==> config.mk <==
export PLATFORM = sky130hd
export DESIGN_NAME = cec_top
export DESIGN_NICKNAME = d
export VERILOG_FILES = /design/src/core/cec_pkg.sv /design/src/core/cec_chan.sv /design/src/core/cec_irq.sv /design/src/core/cec_top.sv
export SDC_FILE = /design/constraint.sdc
export NUM_CORES = 1
export LEC_CHECK = 0
export BUFFER_PORTS_ARGS = -buffer_cell sky130_fd_sc_hd__buf_2
export CAP_MARGIN = 20
export CORE_AREA = 2 2 93 140
export DETAILED_ROUTE_END_ITERATION = 7
export DIE_AREA = 0 0 95 142
export PLACE_DENSITY = 0.61
export REMOVE_ABC_BUFFERS = 1
export SYNTH_ARGS = -nofsm -noshare
export SYNTH_HDL_FRONTEND = slang
export SYNTH_SLANG_ARGS = --single-unit
==> constraint.sdc <==
create_clock -name clk_i -period 3.2 [get_ports clk_i]
set_input_delay 0.8 -clock clk_i [delete_from_list [all_inputs] [get_ports clk_i]]
set_output_delay 0.8 -clock clk_i [all_outputs]
set_load 0.02 [all_outputs]
==> src/core/cec_pkg.sv <==
package cec_pkg;

  // ==========================================================
  // Sizes
  localparam int unsigned NCMP = 4;
  localparam int unsigned AW = 8;

  // ==========================================================
  // Register map (byte addresses, one 32-bit word each)
  localparam logic [7:0] ADDR_STAT = 8'h00;
  localparam logic [7:0] ADDR_CTRL1 = 8'h04;
  localparam logic [7:0] ADDR_CTRL_STEP = 8'h04;
  localparam logic [7:0] ADDR_IRQ_STAT = 8'h14;
  localparam logic [7:0] ADDR_IRQ_MASK = 8'h18;

  // ==========================================================
  // Field positions
  localparam int STAT_HALT_BIT = 15;
  localparam int STAT_EVT_LSB = 8;
  localparam int STAT_RES_LSB = 0;
  localparam int CTRL_OE_BIT = 14;

  // ==========================================================
  // Reset values and write masks
  localparam logic [15:0] CTRL_RST = 16'h0000;
  localparam logic [15:0] CTRL_WMASK = 16'hE2D3;
  localparam logic STAT_HALT_RST = 1'b0;
  localparam logic [NCMP-1:0] IRQ_MASK_RST = 4'h0;

  // ==========================================================
  // Bus answers
  localparam logic [1:0] RESP_OKAY = 2'h0;
  localparam logic [1:0] RESP_SLVERR = 2'h2;

  // ==========================================================
  // Types
  typedef enum logic [1:0] {
    EDGE_OFF = 2'h0,
    EDGE_RISE = 2'h1,
    EDGE_FALL = 2'h2,
    EDGE_ANY = 2'h3
  } cec_edge_t;

  typedef struct packed {
    logic comparator_on;
    logic pin_drive_enable;
    logic result_invert;
    logic [2:0] rsvd_hi;
    logic sticky_event_flag;
    logic result_bit;
    cec_edge_t edge_select;
    logic rsvd_mid;
    logic reference_select;
    logic [1:0] rsvd_lo;
    logic [1:0] input_channel_select;
  } cec_ctrl_t;

  typedef struct packed {
    logic powered;
    logic reference_select;
    logic [1:0] input_channel_select;
  } cec_analog_cfg_t;

  typedef struct packed {
    logic awvalid;
    logic [AW-1:0] awaddr;
    logic wvalid;
    logic [31:0] wdata;
    logic [3:0] wstrb;
    logic bready;
    logic arvalid;
    logic [AW-1:0] araddr;
    logic rready;
  } cec_axi_req_t;

  typedef struct packed {
    logic awready;
    logic wready;
    logic bvalid;
    logic [1:0] bresp;
    logic arready;
    logic rvalid;
    logic [31:0] rdata;
    logic [1:0] rresp;
  } cec_axi_rsp_t;

endpackage

==> src/core/cec_chan.sv <==
`timescale 1ns/10ps
module cec_chan (
  input wire logic clk_i,
  input wire logic nrst_i,
  input wire logic raw_i,
  input wire logic run_i,
  input wire cec_pkg::cec_ctrl_t ctrl_i,
  output logic result_o,
  output logic trig_o
);

  typedef struct packed {
    logic on_d;
    logic result;
    logic trig;
  } cec_chan_st_t;

  cec_chan_st_t st_reg, st_next;
  logic corrected;
  logic armed;

  // ==========================================================
  // Edge logic
  assign corrected = raw_i ^ ctrl_i.result_invert;
  // A pending pulse also blocks, since the flag only lands one edge later
  assign armed = st_reg.on_d && !st_reg.trig && !ctrl_i.sticky_event_flag;

  always_comb begin
    st_next = st_reg;
    st_next.trig = 1'b0;
    if (!ctrl_i.comparator_on) begin
      st_next = '0;
    end else if (run_i) begin
      st_next.on_d = 1'b1;
      st_next.result = corrected;
      case (ctrl_i.edge_select)
        cec_pkg::EDGE_ANY: st_next.trig = armed && (corrected != st_reg.result);
        cec_pkg::EDGE_FALL: st_next.trig = armed && st_reg.result && !corrected;
        cec_pkg::EDGE_RISE: st_next.trig = armed && !st_reg.result && corrected;
        default: st_next.trig = 1'b0;
      endcase
    end
  end

  always_ff @(posedge clk_i) begin
    if (!nrst_i) begin
      st_reg <= '0;
    end else begin
      st_reg <= st_next;
    end
  end

  assign result_o = st_reg.result;
  assign trig_o = st_reg.trig;
endmodule // cec_chan

==> src/core/cec_irq.sv <==
`timescale 1ns/10ps
module cec_irq (
  input wire logic clk_i,
  input wire logic nrst_i,
  input wire logic [cec_pkg::NCMP-1:0] event_i,
  input wire logic [cec_pkg::NCMP-1:0] clear_i,
  input wire logic mask_we_i,
  input wire logic [cec_pkg::NCMP-1:0] mask_i,
  output logic [cec_pkg::NCMP-1:0] status_o,
  output logic [cec_pkg::NCMP-1:0] mask_o,
  output logic irq_o
);

  typedef struct packed {
    logic [cec_pkg::NCMP-1:0] status;
    logic [cec_pkg::NCMP-1:0] mask;
  } cec_irq_st_t;

  cec_irq_st_t st_reg, st_next;

  always_comb begin
    st_next = st_reg;
    // Set beats a simultaneous clear so no event is lost
    st_next.status = (st_reg.status & ~clear_i) | event_i;
    if (mask_we_i) begin
      st_next.mask = mask_i;
    end
  end

  always_ff @(posedge clk_i) begin
    if (!nrst_i) begin
      st_reg <= '0;
      st_reg.mask <= cec_pkg::IRQ_MASK_RST;
    end else begin
      st_reg <= st_next;
    end
  end

  assign status_o = st_reg.status;
  assign mask_o = st_reg.mask;
  assign irq_o = |(st_reg.status & st_reg.mask);

endmodule // cec_irq

==> src/core/cec_top.sv <==
// The AXI4-Lite slave port and the register addresses were left to the implementer.
`timescale 1ns/10ps
module cec_top (
  input wire logic clk_i,
  input wire logic nrst_i,
  input wire cec_pkg::cec_axi_req_t axi_req_i,
  output cec_pkg::cec_axi_rsp_t axi_rsp_o,
  input wire logic idle_i,
  input wire logic [cec_pkg::NCMP-1:0] raw_result_i,
  output cec_pkg::cec_analog_cfg_t [cec_pkg::NCMP-1:0] analog_cfg_o,
  output logic [cec_pkg::NCMP-1:0] pin_o,
  output logic [cec_pkg::NCMP-1:0] pin_oe_o,
  output logic [cec_pkg::NCMP-1:0] event_pulse_o,
  output logic irq_o
);

  localparam int unsigned N = cec_pkg::NCMP;

  // ==========================================================
  // State
  typedef struct packed {
    logic halt;
    cec_pkg::cec_ctrl_t [N-1:0] ctrl;
    logic aw_have;
    logic [cec_pkg::AW-1:0] awaddr;
    logic w_have;
    logic [31:0] wdata;
    logic [3:0] wstrb;
    logic bvalid;
    logic [1:0] bresp;
    logic rvalid;
    logic [31:0] rdata;
    logic [1:0] rresp;
  } cec_top_st_t;

  cec_top_st_t st_reg, st_next;

  logic run;
  logic wr_go;
  logic rd_go;
  logic wr_ok;
  logic rd_ok;
  logic wr_stat;
  logic mask_we;
  logic [N-1:0] wr_ctrl;
  logic [N-1:0] irq_clr;
  logic [N-1:0] irq_stat;
  logic [N-1:0] irq_mask;
  logic [N-1:0] res_vec;
  logic [N-1:0] evt_vec;
  logic [N-1:0] trig_vec;
  logic [15:0] lane_mask;
  logic [15:0] wr_mask;
  logic [15:0] stat_word;
  logic [31:0] rd_word;

  // ==========================================================
  // Idle halt
  // Halting freezes results in place rather than clearing them, so
  // software sees the last value taken before the idle period.
  assign run = !(st_reg.halt && idle_i);

  // ==========================================================
  // Comparator channels
  for (genvar k = 0; k < N; k++) begin : g_cmp
    cec_chan u_chan (
      .clk_i(clk_i),
      .nrst_i(nrst_i),
      .raw_i(raw_result_i[k]),
      .run_i(run),
      .ctrl_i(st_reg.ctrl[k]),
      .result_o(res_vec[k]),
      .trig_o(trig_vec[k])
    );

    assign evt_vec[k] = st_reg.ctrl[k].sticky_event_flag;
    assign pin_oe_o[k] = st_reg.ctrl[k].pin_drive_enable && st_reg.ctrl[k].comparator_on;
    assign pin_o[k] = pin_oe_o[k] && res_vec[k];
    assign analog_cfg_o[k].powered = st_reg.ctrl[k].comparator_on && run;
    assign analog_cfg_o[k].reference_select = st_reg.ctrl[k].reference_select;
    assign analog_cfg_o[k].input_channel_select = st_reg.ctrl[k].input_channel_select;

  end

  assign event_pulse_o = trig_vec;

  // ==========================================================
  // Interrupt status and mask
  cec_irq u_irq (
    .clk_i(clk_i),
    .nrst_i(nrst_i),
    .event_i(trig_vec),
    .clear_i(irq_clr),
    .mask_we_i(mask_we),
    .mask_i(st_reg.wdata[N-1:0]),
    .status_o(irq_stat),
    .mask_o(irq_mask),
    .irq_o(irq_o)
  );

  // ==========================================================
  // Bus handshake
  // One write and one read in flight; address and data may come in
  // either order and are held until both are present.
  assign axi_rsp_o.awready = !st_reg.aw_have && !st_reg.bvalid;
  assign axi_rsp_o.wready = !st_reg.w_have && !st_reg.bvalid;
  assign axi_rsp_o.bvalid = st_reg.bvalid;
  assign axi_rsp_o.bresp = st_reg.bresp;
  assign axi_rsp_o.arready = !st_reg.rvalid;
  assign axi_rsp_o.rvalid = st_reg.rvalid;
  assign axi_rsp_o.rdata = st_reg.rdata;
  assign axi_rsp_o.rresp = st_reg.rresp;

  assign wr_go = st_reg.aw_have && st_reg.w_have;
  assign rd_go = axi_req_i.arvalid && !st_reg.rvalid;
  assign lane_mask = {{8{st_reg.wstrb[1]}}, {8{st_reg.wstrb[0]}}};
  assign wr_mask = cec_pkg::CTRL_WMASK & lane_mask;

  // ==========================================================
  // Shared status word
  always_comb begin
    stat_word = 16'h0000;
    stat_word[cec_pkg::STAT_HALT_BIT] = st_reg.halt;
    stat_word[cec_pkg::STAT_EVT_LSB +: N] = evt_vec;
    stat_word[cec_pkg::STAT_RES_LSB +: N] = res_vec;
  end

  // ==========================================================
  // Read decode
  always_comb begin
    cec_pkg::cec_ctrl_t view;
    view = '0;
    rd_word = 32'h0000_0000;
    rd_ok = 1'b0;
    if (axi_req_i.araddr == cec_pkg::ADDR_STAT) begin
      rd_word[15:0] = stat_word;
      rd_ok = 1'b1;
    end
    if (axi_req_i.araddr == cec_pkg::ADDR_IRQ_STAT) begin
      rd_word[N-1:0] = irq_stat;
      rd_ok = 1'b1;
    end
    if (axi_req_i.araddr == cec_pkg::ADDR_IRQ_MASK) begin
      rd_word[N-1:0] = irq_mask;
      rd_ok = 1'b1;
    end
    for (int i = 0; i < N; i++) begin
      if (axi_req_i.araddr == cec_pkg::ADDR_CTRL1 + 8'(i) * cec_pkg::ADDR_CTRL_STEP) begin
        view = st_reg.ctrl[i];
        view.result_bit = res_vec[i];
        rd_word[15:0] = view;
        rd_ok = 1'b1;
      end
    end
  end

  // ==========================================================
  // Write decode
  always_comb begin
    wr_ok = 1'b0;
    wr_stat = 1'b0;
    mask_we = 1'b0;
    wr_ctrl = '0;
    irq_clr = '0;
    if (st_reg.awaddr == cec_pkg::ADDR_STAT) begin
      wr_ok = 1'b1;
      wr_stat = wr_go;
    end
    if (st_reg.awaddr == cec_pkg::ADDR_IRQ_STAT) begin
      wr_ok = 1'b1;
      if (wr_go && st_reg.wstrb[0]) begin
        irq_clr = st_reg.wdata[N-1:0];
      end
    end
    if (st_reg.awaddr == cec_pkg::ADDR_IRQ_MASK) begin
      wr_ok = 1'b1;
      mask_we = wr_go && st_reg.wstrb[0];
    end
    for (int i = 0; i < N; i++) begin
      if (st_reg.awaddr == cec_pkg::ADDR_CTRL1 + 8'(i) * cec_pkg::ADDR_CTRL_STEP) begin
        wr_ok = 1'b1;
        wr_ctrl[i] = wr_go;
      end
    end
  end

  // ==========================================================
  // Next state
  always_comb begin
    st_next = st_reg;
    if (axi_req_i.awvalid && axi_rsp_o.awready) begin
      st_next.aw_have = 1'b1;
      st_next.awaddr = axi_req_i.awaddr;
    end
    if (axi_req_i.wvalid && axi_rsp_o.wready) begin
      st_next.w_have = 1'b1;
      st_next.wdata = axi_req_i.wdata;
      st_next.wstrb = axi_req_i.wstrb;
    end
    if (wr_go) begin
      st_next.aw_have = 1'b0;
      st_next.w_have = 1'b0;
      st_next.bvalid = 1'b1;
      st_next.bresp = wr_ok ? cec_pkg::RESP_OKAY : cec_pkg::RESP_SLVERR;
    end
    if (st_reg.bvalid && axi_req_i.bready) begin
      st_next.bvalid = 1'b0;
    end
    if (st_reg.rvalid && axi_req_i.rready) begin
      st_next.rvalid = 1'b0;
    end
    if (rd_go) begin
      st_next.rvalid = 1'b1;
      st_next.rdata = rd_word;
      st_next.rresp = rd_ok ? cec_pkg::RESP_OKAY : cec_pkg::RESP_SLVERR;
    end
    if (wr_stat && st_reg.wstrb[1]) begin
      st_next.halt = st_reg.wdata[cec_pkg::STAT_HALT_BIT];
    end
    for (int i = 0; i < N; i++) begin
      if (wr_ctrl[i]) begin
        // Result bit is outside the write mask: it is always live
        st_next.ctrl[i] = cec_pkg::cec_ctrl_t'((st_reg.ctrl[i] & ~wr_mask)
          | (st_reg.wdata[15:0] & wr_mask));
      end
      // Hardware set wins over a software clear in the same cycle
      if (trig_vec[i]) begin
        st_next.ctrl[i].sticky_event_flag = 1'b1;
      end
    end
  end

  always_ff @(posedge clk_i) begin
    if (!nrst_i) begin
      st_reg <= '0;
      st_reg.ctrl <= {N{cec_pkg::CTRL_RST}};
      st_reg.halt <= cec_pkg::STAT_HALT_RST;
    end else begin
      st_reg <= st_next;
    end
  end
endmodule // cec_top

After elaboration in Yosys (flattened, before gate mapping)
Cells that the tools add are included.
Widths: inputs -> output; s select.
{"block": "word_totals", "regBits": 135, "in_bits": 64, "output_inout_bits": 70, "elab_cells": 255}
{"block": "classes", "n_eq_ne": 28, "n_mux": 45, "bitwise_logic": 23, "reduce_logical": 90}
{"op": "$and 16x16->16", "count": 5}
{"op": "$mux 16", "count": 5}
{"op": "$or 16x16->16", "count": 4}
{"op": "$logic_and 1x1->1", "count": 51}
{"op": "$eq 8x5->1 const B", "count": 6}
{"op": "$mux 10", "count": 4}
{"op": "$mux 35", "count": 1}
{"op": "$eq 8x4->1 const B", "count": 4}
{"op": "$mux 1", "count": 25}
{"op": "$logic_not 1->1", "count": 21}
{"op": "$eq 2x2->1 const B", "count": 8}
{"op": "$eq 8x3->1 const B", "count": 2}
{"op": "$logic_not 8->1", "count": 2}
{"op": "$mux 4", "count": 4}
{"op": "$not 16->16", "count": 1}
{"op": "$pmux 1 s3", "count": 4}
{"op": "$reduce_or 3->1", "count": 4}
{"op": "$reduce_bool 2->1", "count": 5}
{"op": "$and 4x4->4", "count": 2}
{"op": "$eq 2x1->1 const B", "count": 4}
{"op": "$reduce_and 2->1", "count": 4}
{"op": "$not 1->1", "count": 5}
{"op": "$mux 2", "count": 2}
{"op": "$ne 1x1->1", "count": 4}
{"op": "other kinds (5)", "count": 9}

Depth between registers and ports, before layout
Gate-level depths: netlist of the first run.
{"block": "depth", "depth_word": 10, "depth_mapped": 6, "mapped_depth_nobuf": 4}

By module
A second synthesis of the first run with hierarchy kept.
{"block": "hier_totals", "cells_unflattened": 547, "area_unflattened_um2": 4814.6}
{"module": "cec_top", "instances": 1, "cells_per_inst": 463, "area_per_inst_um2": 3998.8, "seq_area_each_um2": 1561.5}
{"module": "cec_chan", "instances": 4, "cells_per_inst": 14, "area_per_inst_um2": 126.4, "seq_area_each_um2": 60.1}
{"module": "cec_irq", "instances": 1, "cells_per_inst": 28, "area_per_inst_um2": 310.3, "seq_area_each_um2": 160.2}

Worst setup path after synthesis of the first run
Ideal clock, no wire load.
{"block": "synth_path", "path_kind": "in2out", "from": "input port idle_i", "to": "output port analog_cfg_o[3] (netlist name)", "arrival_ns": 1.492, "required_time_ns": 2.400, "slack_ns": 0.908, "cell_stages": 3, "path_buffers": 1, "cell_sequence": "nand2_1 > clkbuf_1 > and2_1"}
{"element": "start: declaration", "line_no": "cec_top.sv:8", "rtl": "input wire logic idle_i,"}
{"element": "end: declaration", "line_no": "cec_top.sv:10", "rtl": "output cec_pkg::cec_analog_cfg_t [cec_pkg::NCMP-1:0] analog_cfg_o,"}

==> flow_metrics.env, run 1 <==
export IMPL_status="complete, no violations"
export IMPL_dp_hpwl_mm=9.73
export IMPL_num_antenna_cells=0
export IMPL_yosys_top_cells_area="dfxtp_1, buf_4, mux2i_1, nand2_1, a21oi_1"
export IMPL_arrival_ns=1.44
export IMPL_synthFlopType="dfxtp_1"
export IMPL_core_area_um2=12300
export IMPL_die_h_um=142
export IMPL_post_drt_wl_per_cell_um=16.6
export IMPL_grt_pass1_wl_mm=20.4
export IMPL_initial_utilization=0.393
export IMPL_synth_commonest_cells="dfxtp_1, nand2_1, buf_4"
export IMPL_grt_max_degree=34
export IMPL_path_depth=5
export IMPL_fmax_mhz=445
export IMPL_worstSetupPathType="in -> out"
export IMPL_ctsResizeCount=0
export IMPL_slowest_stage="buf_4"
export IMPL_cts_num_sinks=98
export IMPL_tightest_slew_ns=0.808
export IMPL_gp_congestion=0.867
export IMPL_sw_frac_of_total=0.262
export IMPL_syn_to_final_growth_pct=10.4
export IMPL_setup_worst_path_start_class="primary input"
export IMPL_totalWireLength_mm=12.8
export IMPL_htree_levels=3
export IMPL_dr_first_iter_drc_count=210
export IMPL_yosysMostFrequentCell="dfxtp_1"
export IMPL_crit_buf_inv=3
export IMPL_setup_viol=0
export IMPL_synth_edf_count=0
export IMPL_max_cap_viol_count=0
export IMPL_tns_ns=0
export IMPL_timing_final_hold_violations=0
export IMPL_syn_inst=571
export IMPL_rr_worst_depth=4
export IMPL_via_count=4116
export IMPL_seqPwrFrac=0.507
export IMPL_final_core_util=0.434
export IMPL_ys_seq_elements=98
export IMPL_clock_skew_ns=0.00806
export IMPL_clkPwrFrac=0.398
export IMPL_yosysUniqueCellTypes=54
export IMPL_dr_pass1_iters=4
export IMPL_synth_area_um2=4840
export IMPL_fin_hold_ws_ns=0.448
export IMPL_leakage_uw=0.00233
export IMPL_synth_top_cell_area_share=0.405
export IMPL_hold_buffers=0
export IMPL_period_needed_ns=2.24
export IMPL_numCtsBuffers=9
export IMPL_worstPathMaxFanout=17
export IMPL_grt_setup_unrepaired="false"
export IMPL_grt_pass1_vias=3955
export IMPL_cp_end_kind="output port"
export IMPL_layout_nets=677
export IMPL_root_buffer="clkbuf_16"
export IMPL_ios=134
export IMPL_crit_family="buffers and inverters"
export IMPL_track_usage=0.198
export IMPL_power_density_nw_per_um2=475
export IMPL_p_int_uw=1870
export IMPL_route_detailed_drc=0
export IMPL_pwr_share_comb=0.095
export IMPL_viasPerCell=5.32
export IMPL_cts_tree="yes"
export IMPL_dieArea_um2=13500
export IMPL_yosysTopAreaCell="dfxtp_1"
export IMPL_die_width_um=95
export IMPL_hold_class="reg -> reg"
export IMPL_drv_slew=0
export IMPL_fill_cells=1226
export IMPL_syn_area_per_cell_um2=8.48
export IMPL_path_cells="buf_2 -> nand2_1 -> buf_4 -> and2_1 -> buf_2"
export IMPL_postRouteAntennaNets=0
export IMPL_ys_warn_count=0
export IMPL_drive_gt1_frac=0.206
export IMPL_crit_top_cell="buf_2"
export IMPL_cts_buffer_depth=2
export IMPL_finalPower_uw=2540
export IMPL_peakVddDrop_mv=0.232
export IMPL_maxSlewHeadroom=0.462
export IMPL_holdPathStages=2
export IMPL_grt_overflow=0
export IMPL_switchingPower_uw=666
export IMPL_finalCritPeriodShare=0.702
export IMPL_port_buffers=90
export IMPL_ys_seq_area_frac=0.405
export IMPL_cts_clk_slew_worst_paths_ns=0.07
export IMPL_cts_setup_buffers=0
export IMPL_slowest_delay_ns=0.19
export IMPL_core_rowCount=50
export IMPL_cp_data_required_time_ns=2.40
export IMPL_postSynth_asyncResetShare=0
export IMPL_clock_latency_ns=0.35
export IMPL_antenna_found_initial=0
power groups by stage:
| stage | Sequential, µW | Combinational [µW] | Clock (µW) |
|---|---|---|---|
| after floorplan | 1320 | 130 | 0 |
| after global placement | 1310 | 239 | 0 |
| after detailed placement | 1310 | 243 | 0 |
| after CTS | 1290 | 244 | 1030 |
| after global routing | 1290 | 269 | 1080 |
| final | 1290 | 241 | 1010 |
cell families (layout without fill, tap and decap cells):
logic type,count (synthesis),after routing,synth area share
simple gates,224,224,0.233
mux,45,45,0.0977
compound gates,105,105,0.138
flops,98,98,0.405
other cells,1,20,0.000774
buf+inv,93,121,0.116
xor+xnor,5,5,0.00904
layer usage:
metal  track usage  share of wire  vias up
met5             0              0        -
met4        0.0877          0.033        0
met3        0.0360          0.048       28
met2         0.356           0.53      127
met1         0.222           0.39     1941
li1              -              -     2020
worst min-delay path, delay by kind of cell, from the launching register on:
kind               cells  cell delay, ns
and+or+nand+nor        1            0.05
DFF                    1            0.31
AOI/OAI and AO/OA      1            0.05
final timing paths:
check                                   from  slack, ns          endpoint
worst max-delay path                  idle_i       0.96  analog_cfg_o[15]
worst min-delay path            axi_rsp_o[4]       0.45      axi_rsp_o[4]
worst max register to register    st_reg[78]       1.27        evt_vec[1]
worst min register to register  axi_rsp_o[4]       0.45      axi_rsp_o[4]
cells in the final DEF, fill, tap and decap left out, types with 9 or more instances in the layout:
cell and instances:
mux2i_1 36, nand3_1 17, a21oi_1 37, dfxtp_1 98
o21ai_0 20, nand2_1 85, a31oi_1 12, nor2_1 44
conb_1 20, and2_1 12, clkbuf_16 9, buf_2 90
nor3_1 12
stage by stage:
step           setup slack, ns  area (µm²)  cells
2_1_floorplan             1.04        4380    506
3_3_place_gp             0.832        5070    758
3_5_place_dp             0.802        5070    758
4_1_cts                  0.950        5350    774
5_1_grt                  0.893        5350    774
6_report                 0.955        5350    774
area by class of cell:
type                            count  area (µm²)  area share
Multi-Input combinational cell    399        2390       0.447
Sequential cell                    98        1960       0.367
Timing Repair Buffer               96         495      0.0927
Clock buffer                       11         243      0.0454
Tap cell                          156         195      0.0365
Inverter                            9        33.8     0.00632
Clock inverter                      5        30.0     0.00562
No activity file was read; power rests on OpenSTA's default activity.
==> inputs of run 2 (changes only) <==
==> constraint.sdc (replaced) <==
create_clock -name clk_i -period 2.2 [get_ports clk_i]
set_input_delay 0.55 -clock clk_i [delete_from_list [all_inputs] [get_ports clk_i]]
set_output_delay 0.55 -clock clk_i [all_outputs]
set_load 0.02 [all_outputs]
==> run 2 against run 1 <==
Clock power is 50% higher. Register-to-register slack worse by 0.78 ns. Non-clock buffer count is 13 higher. Total power is 48% higher. Global-route usage is 0.19 points lower. Design area is 2.4% higher. Routed wire length is 0.59% higher. Sequential power is 45% higher. Final cell count is 1.7% higher. Critical path depth is 3 lower. Critical endpoint is now pin_o[1]. Largest power group unchanged. Highest routed layer unchanged.
==> flow_metrics.env, run 2 (synthesized netlist as in run 1, its figures left out) <==
export IMPL_clock_latency_ns=0.35
export IMPL_die_h_um=142
export IMPL_initial_utilization=0.393
export IMPL_postRouteAntennaNets=0
export IMPL_final_core_util=0.444
export IMPL_dr_pass1_iters=4
export IMPL_cts_clk_slew_worst_paths_ns=0.07
export IMPL_numCtsBuffers=9
export IMPL_post_drt_wl_per_cell_um=16.4
export IMPL_fill_cells=1245
export IMPL_track_usage=0.196
export IMPL_power_density_nw_per_um2=688
export IMPL_hold_class="in -> reg"
export IMPL_ios=134
export IMPL_max_cap_viol_count=0
export IMPL_ctsResizeCount=0
export IMPL_drv_slew=0
export IMPL_status="complete, no violations"
export IMPL_cp_data_required_time_ns=1.65
export IMPL_syn_to_final_growth_pct=13.0
export IMPL_cts_buffer_depth=2
export IMPL_route_detailed_drc=0
export IMPL_cts_num_sinks=98
export IMPL_finalCritPeriodShare=0.804
export IMPL_port_buffers=90
export IMPL_mostFrequentLayoutCell="dfxtp_1"
export IMPL_antenna_found_initial=0
export IMPL_setup_worst_path_start_class="flop"
export IMPL_htree_levels=3
export IMPL_setup_viol=0
export IMPL_num_antenna_cells=0
export IMPL_worstPathMaxFanout=6
export IMPL_clock_skew_ns=0.0102
export IMPL_totalWireLength_mm=12.9
export IMPL_leakage_uw=0.00241
export IMPL_fmax_mhz=565
export IMPL_root_buffer="clkbuf_16"
export IMPL_tns_ns=0
export IMPL_core_area_um2=12300
export IMPL_cts_tree="yes"
export IMPL_peakVddDrop_mv=0.375
export IMPL_drive_gt1_frac=0.223
export IMPL_gp_congestion=0.885
export IMPL_grt_setup_unrepaired="false"
export IMPL_final_cell_mix="dfxtp_1, buf_2, nand2_1, nor2_1, a21oi_1"
export IMPL_finalPower_uw=3770
export IMPL_viasPerCell=5.35
export IMPL_arrival_ns=1.22
export IMPL_period_needed_ns=1.77
export IMPL_hold_buffers=0
export IMPL_layout_nets=690
export IMPL_timing_final_hold_violations=0
export IMPL_grt_max_degree=29
export IMPL_maxSlewHeadroom=0.613
export IMPL_dp_hpwl_mm=9.93
export IMPL_tightest_slew_ns=0.579
export IMPL_via_count=4208
export IMPL_dr_first_iter_drc_count=209
export IMPL_grt_overflow=0
export IMPL_cp_end_kind="output port"
export IMPL_worstSetupPathType="reg -> out"
export IMPL_grt_pass1_wl_mm=20.2
export IMPL_dieArea_um2=13500
export IMPL_grt_pass1_vias=3980
export IMPL_cts_setup_buffers=0
export IMPL_die_width_um=95
export IMPL_core_rowCount=50
==> run 2: power breakdown <==
group          internal (µW)  switching [µW]  leakage, µW  total, µW
logic                    130             246      0.00147        376
clock network            789             736     0.000142       1520
registers               1820            49.0     0.000795       1870
total                   2740            1030      0.00241       3770
==> run 2: per-stage QoR <==
stage / setup WS [ns] / std cells / area, µm² / hold WS (ns)
after CTS: 0.432 / 787 / 5470 / 0.426
after detailed placement: 0.185 / 771 / 5180 / 0.443
after global routing: 0.273 / 787 / 5470 / 0.431
final: 0.432 / 787 / 5470 / 0.435
after floorplan: 0.418 / 506 / 4380 / 0.436
after global placement: 0.219 / 771 / 5180 / 0.442
==> run 2: final timing paths <==
kind | from | endpoint | slack (ns) | depth (start not counted)
min reg2reg | axi_rsp_o[12] | axi_rsp_o[12] | 0.45 | 2
min | axi_req_i[52] | st_reg[79] | 0.43 | 3
max | g_cmp[1].u_chan.result_o | pin_o[1] | 0.43 | 2
max reg2reg | st_reg[75] | flop | 0.49 | 4
==> run 2: cell type report <==
cell class / count / area [µm²] / share of cell area
well taps: 156 / 195 / 0.0357
multi-input cells: 399 / 2390 / 0.436
inverters: 9 / 33.8 / 0.00617
clock buffers: 9 / 225 / 0.0411
repair buffers: 109 / 606 / 0.111
clock inverters: 7 / 63.8 / 0.0117
flip-flops and latches: 98 / 1960 / 0.358
==> run 2: layer usage <==
| layer | global-route usage | up-vias | wire [µm] |
|---|---|---|---|
| met4 | 0.0900 | 0 | 378 |
| met3 | 0.0334 | 27 | 594 |
| li1 | - | 2050 | - |
| met2 | 0.357 | 137 | 7060 |
| met5 | 0 | - | 0 |
| met1 | 0.216 | 1994 | 4880 |
==> run 2: worst max-delay path, stage by stage, from the launching register on <==
cell     delay (ns)
dfxtp_1        0.51
and3_1         0.21
buf_2          0.16
==> inputs of run 3 (changes only) <==
--- a/config.mk
+++ b/config.mk
@@ -5,11 +5,12 @@
 export SDC_FILE = /design/constraint.sdc
 export NUM_CORES = 1
 export LEC_CHECK = 0
+export ABC_AREA = 1
 export BUFFER_PORTS_ARGS = -buffer_cell sky130_fd_sc_hd__buf_2
 export CAP_MARGIN = 20
-export CORE_AREA = 2 2 93 140
+export CORE_AREA = 2 2 92 138
 export DETAILED_ROUTE_END_ITERATION = 7
-export DIE_AREA = 0 0 95 142
+export DIE_AREA = 0 0 94 140
 export PLACE_DENSITY = 0.61
 export REMOVE_ABC_BUFFERS = 1
 export SYNTH_ARGS = -nofsm -noshare
==> constraint.sdc (replaced) <==
create_clock -name clk_i -period 1.7 [get_ports clk_i]
set_input_delay 0.425 -clock clk_i [delete_from_list [all_inputs] [get_ports clk_i]]
set_output_delay 0.425 -clock clk_i [all_outputs]
set_load 0.02 [all_outputs]
==> run 3 against run 2 <==
Final cell count grew 12%. Count of clock-buffer cells in the layout grew 4. Synthesized cell count grew 14%. Global-route usage is essentially flat. First-iteration DRC count grew 23%. Register-to-register slack lost 0.25 ns. Via count grew 1.1%. Worst hold slack lost 0.17 ns. Routed wire length shrank 1.9%. Non-clock buffer count grew 2. Total power grew 30%. Critical path type unchanged. Critical endpoint is now analog_cfg_o[11]. Highest routed layer unchanged.
==> flow_metrics.env, run 3 <==
export IMPL_totalWireLength_mm=12.7
export IMPL_cts_num_sinks=98
export IMPL_ys_warn_count=0
export IMPL_cts_tree="yes"
export IMPL_die_width_um=94
export IMPL_arrival_ns=1.22
export IMPL_hold_class="in -> reg"
export IMPL_ff_latch_area_um2=1960
export IMPL_ys_seq_elements=98
export IMPL_yosys_top_cells_area="dfxtp_1, nor2_1, buf_4, o21ai_0, a21oi_1"
export IMPL_dieArea_um2=13200
export IMPL_r2r_end="u_irq.status_o[3]"
export IMPL_clock_skew_ns=0.00802
export IMPL_post_route_worst_setup_slack_ns=0.0520
export IMPL_viasPerCell=4.83
export IMPL_antenna_found_initial=0
export IMPL_cp_data_required_time_ns=1.27
export IMPL_hp_start="axi_req_i[10]"
export IMPL_slowest_delay_ns=0.33
export IMPL_slowest_stage="dfxtp_2"
export IMPL_finalPower_uw=4890
export IMPL_synth_adder_area_share=0
export IMPL_worstSetupPathType="reg -> out"
export IMPL_period_needed_ns=1.65
export IMPL_initial_utilization=0.391
export IMPL_synth_xor_xnor_area_share=0.00750
export IMPL_rr_worst_depth=6
export IMPL_yosysTopAreaCell="dfxtp_1"
export IMPL_synth_top_family_by_area="simple AND/OR/NAND/NOR gates"
export IMPL_synthMuxAreaShare=0
export IMPL_final_cell_mix="nor2_1, dfxtp_1, buf_2, nand2_1, o21ai_0"
export IMPL_ys_seq_area_frac=0.420
export IMPL_setup_worst_path_start_class="flop"
export IMPL_cts_buffer_depth=2
export IMPL_ios=134
export IMPL_cts_clk_slew_worst_paths_ns=0.06
export IMPL_dr_first_iter_drc_count=257
export IMPL_root_buffer="clkbuf_16"
export IMPL_synth_edf_count=0
export IMPL_path_depth=4
export IMPL_mostFrequentLayoutCell="nor2_1"
export IMPL_timing_final_hold_violations=0
export IMPL_peakVddDrop_mv=0.458
export IMPL_r2r_start="st_reg[82]"
export IMPL_drive_gt1_frac=0.205
export IMPL_port_buffers=90
export IMPL_num_antenna_cells=0
export IMPL_yosysUniqueCellTypes=32
export IMPL_syn_area_per_cell_um2=7.17
export IMPL_crit_buf_inv=2
export IMPL_synth_compound_area_frac=0.187
export IMPL_grt_pass1_wl_mm=20.1
export IMPL_fill_cells=1258
export IMPL_via_count=4254
export IMPL_syn_to_final_growth_pct=15.5
export IMPL_r2r_slack_ns=0.24
export IMPL_post_place_ws_ns=0.0945
export IMPL_worstPathMaxFanout=5
export IMPL_postRouteAntennaNets=0
export IMPL_dr_pass1_iters=5
export IMPL_synth_top_cell_area_share=0.420
export IMPL_die_h_um=140
export IMPL_grt_setup_unrepaired="true"
export IMPL_syn_inst=652
export IMPL_max_cap_viol_count=0
export IMPL_drv_slew=0
export IMPL_status="complete, no violations"
export IMPL_leakage_uw=0.00243
export IMPL_post_drt_wl_per_cell_um=14.4
export IMPL_crit_family="flip-flops"
export IMPL_cp_endpoint="analog_cfg_o[11]"
export IMPL_setup_viol=0
export IMPL_numCtsBuffers=9
export IMPL_hold_buffers=0
export IMPL_multi_input_area_um2=2060
export IMPL_synthSimpleGateAreaFrac=0.229
export IMPL_synth_area_um2=4670
export IMPL_core_rowCount=49
export IMPL_fmax_mhz=607
export IMPL_core_area_um2=12000
export IMPL_route_detailed_drc=0
export IMPL_cp_end_kind="output port"
export IMPL_postSynth_asyncResetShare=0
export IMPL_dp_hpwl_mm=9.96
export IMPL_htree_levels=3
export IMPL_crit_start="st_reg[148]"
export IMPL_finalCritPeriodShare=0.969
export IMPL_power_density_nw_per_um2=906
export IMPL_synthFlopType="dfxtp_1"
export IMPL_grt_overflow=0
export IMPL_track_usage=0.196
export IMPL_layout_nets=787
export IMPL_synth_commonest_cells="nor2_1, dfxtp_1, nand2_1"
export IMPL_yosysMostFrequentCell="nor2_1"
export IMPL_path_cells="nand2_1 -> inv_1 -> nor2_2 -> buf_2"
export IMPL_gp_congestion=0.911
export IMPL_grt_pass1_vias=3959
export IMPL_grt_max_degree=53
export IMPL_clock_latency_ns=0.34
-- run 3: stage by stage --
| stage | util | hold WS [ns] | instance area, µm² | TNS [ns] | instances |
|---|---|---|---|---|---|
| final | 0.451 | 0.262 | 5400 | 0 | 880 |
| after detailed placement | 0.426 | 0.451 | 5100 | 0 | 864 |
| after global placement | 0.426 | 0.444 | 5100 | 0 | 864 |
| after global routing | 0.451 | 0.275 | 5400 | -0.0331 | 880 |
| after CTS | 0.449 | 0.250 | 5370 | 0 | 879 |
| after floorplan | - | 0.426 | 4270 | 0 | 601 |
-- run 3: worst min path at each step --
stage	end	slack, ns	cells after the start
2_1_floorplan	g_cmp[2].u_chan.trig_o	0.43	1
3_3_place_gp	g_cmp[2].u_chan.trig_o	0.44	1
3_5_place_dp	g_cmp[2].u_chan.st_reg[2]	0.45	2
4_1_cts	axi_rsp_o[38]	0.25	2
5_1_grt	axi_rsp_o[38]	0.27	2
6_report	axi_rsp_o[38]	0.26	2
-- run 3: kinds of logic after synthesis --
| family | count (synthesis) |
|---|---|
| other | 1 |
| XOR/XNOR | 4 |
| AO/OA/AOI/OAI | 166 |
| AND/OR/NAND/NOR | 246 |
| flip-flops | 98 |
| buffers and inverters | 137 |
-- run 3: routing by layer --
| layer | vias up | track usage | share of wire |
|---|---|---|---|
| met5 | - | 0 | 0 |
| met4 | 0 | 0.0709 | 0.020 |
| met3 | 16 | 0.0350 | 0.053 |
| met2 | 128 | 0.358 | 0.53 |
| met1 | 1918 | 0.224 | 0.40 |
| li1 | 2192 | - | - |
-- run 3: power breakdown --
part | internal (µW) | total [µW] | switching (µW)
Clock | 1060 | 1890 | 827
Sequential | 2380 | 2450 | 72.0
Combinational | 183 | 549 | 366
Total | 3620 | 4890 | 1270
-- run 3: what timing repair did --
item | 4_1_cts | 5_1_grt
endpoints found under the setup margin | 0 | 7
setup buffers | 0 | 1
resized for setup | 0 | 7
hold endpoints to repair | 0 | 0
-- run 3: layout make-up --
| type | instances | area share |
|---|---|---|
| multi-input cells | 436 | 0.382 |
| flip-flops and latches | 98 | 0.364 |
| clock inverters | 2 | 0.00232 |
| repair buffers | 111 | 0.121 |
| well taps | 153 | 0.0355 |
| clock buffers | 13 | 0.0482 |
| inverters | 67 | 0.0471 |
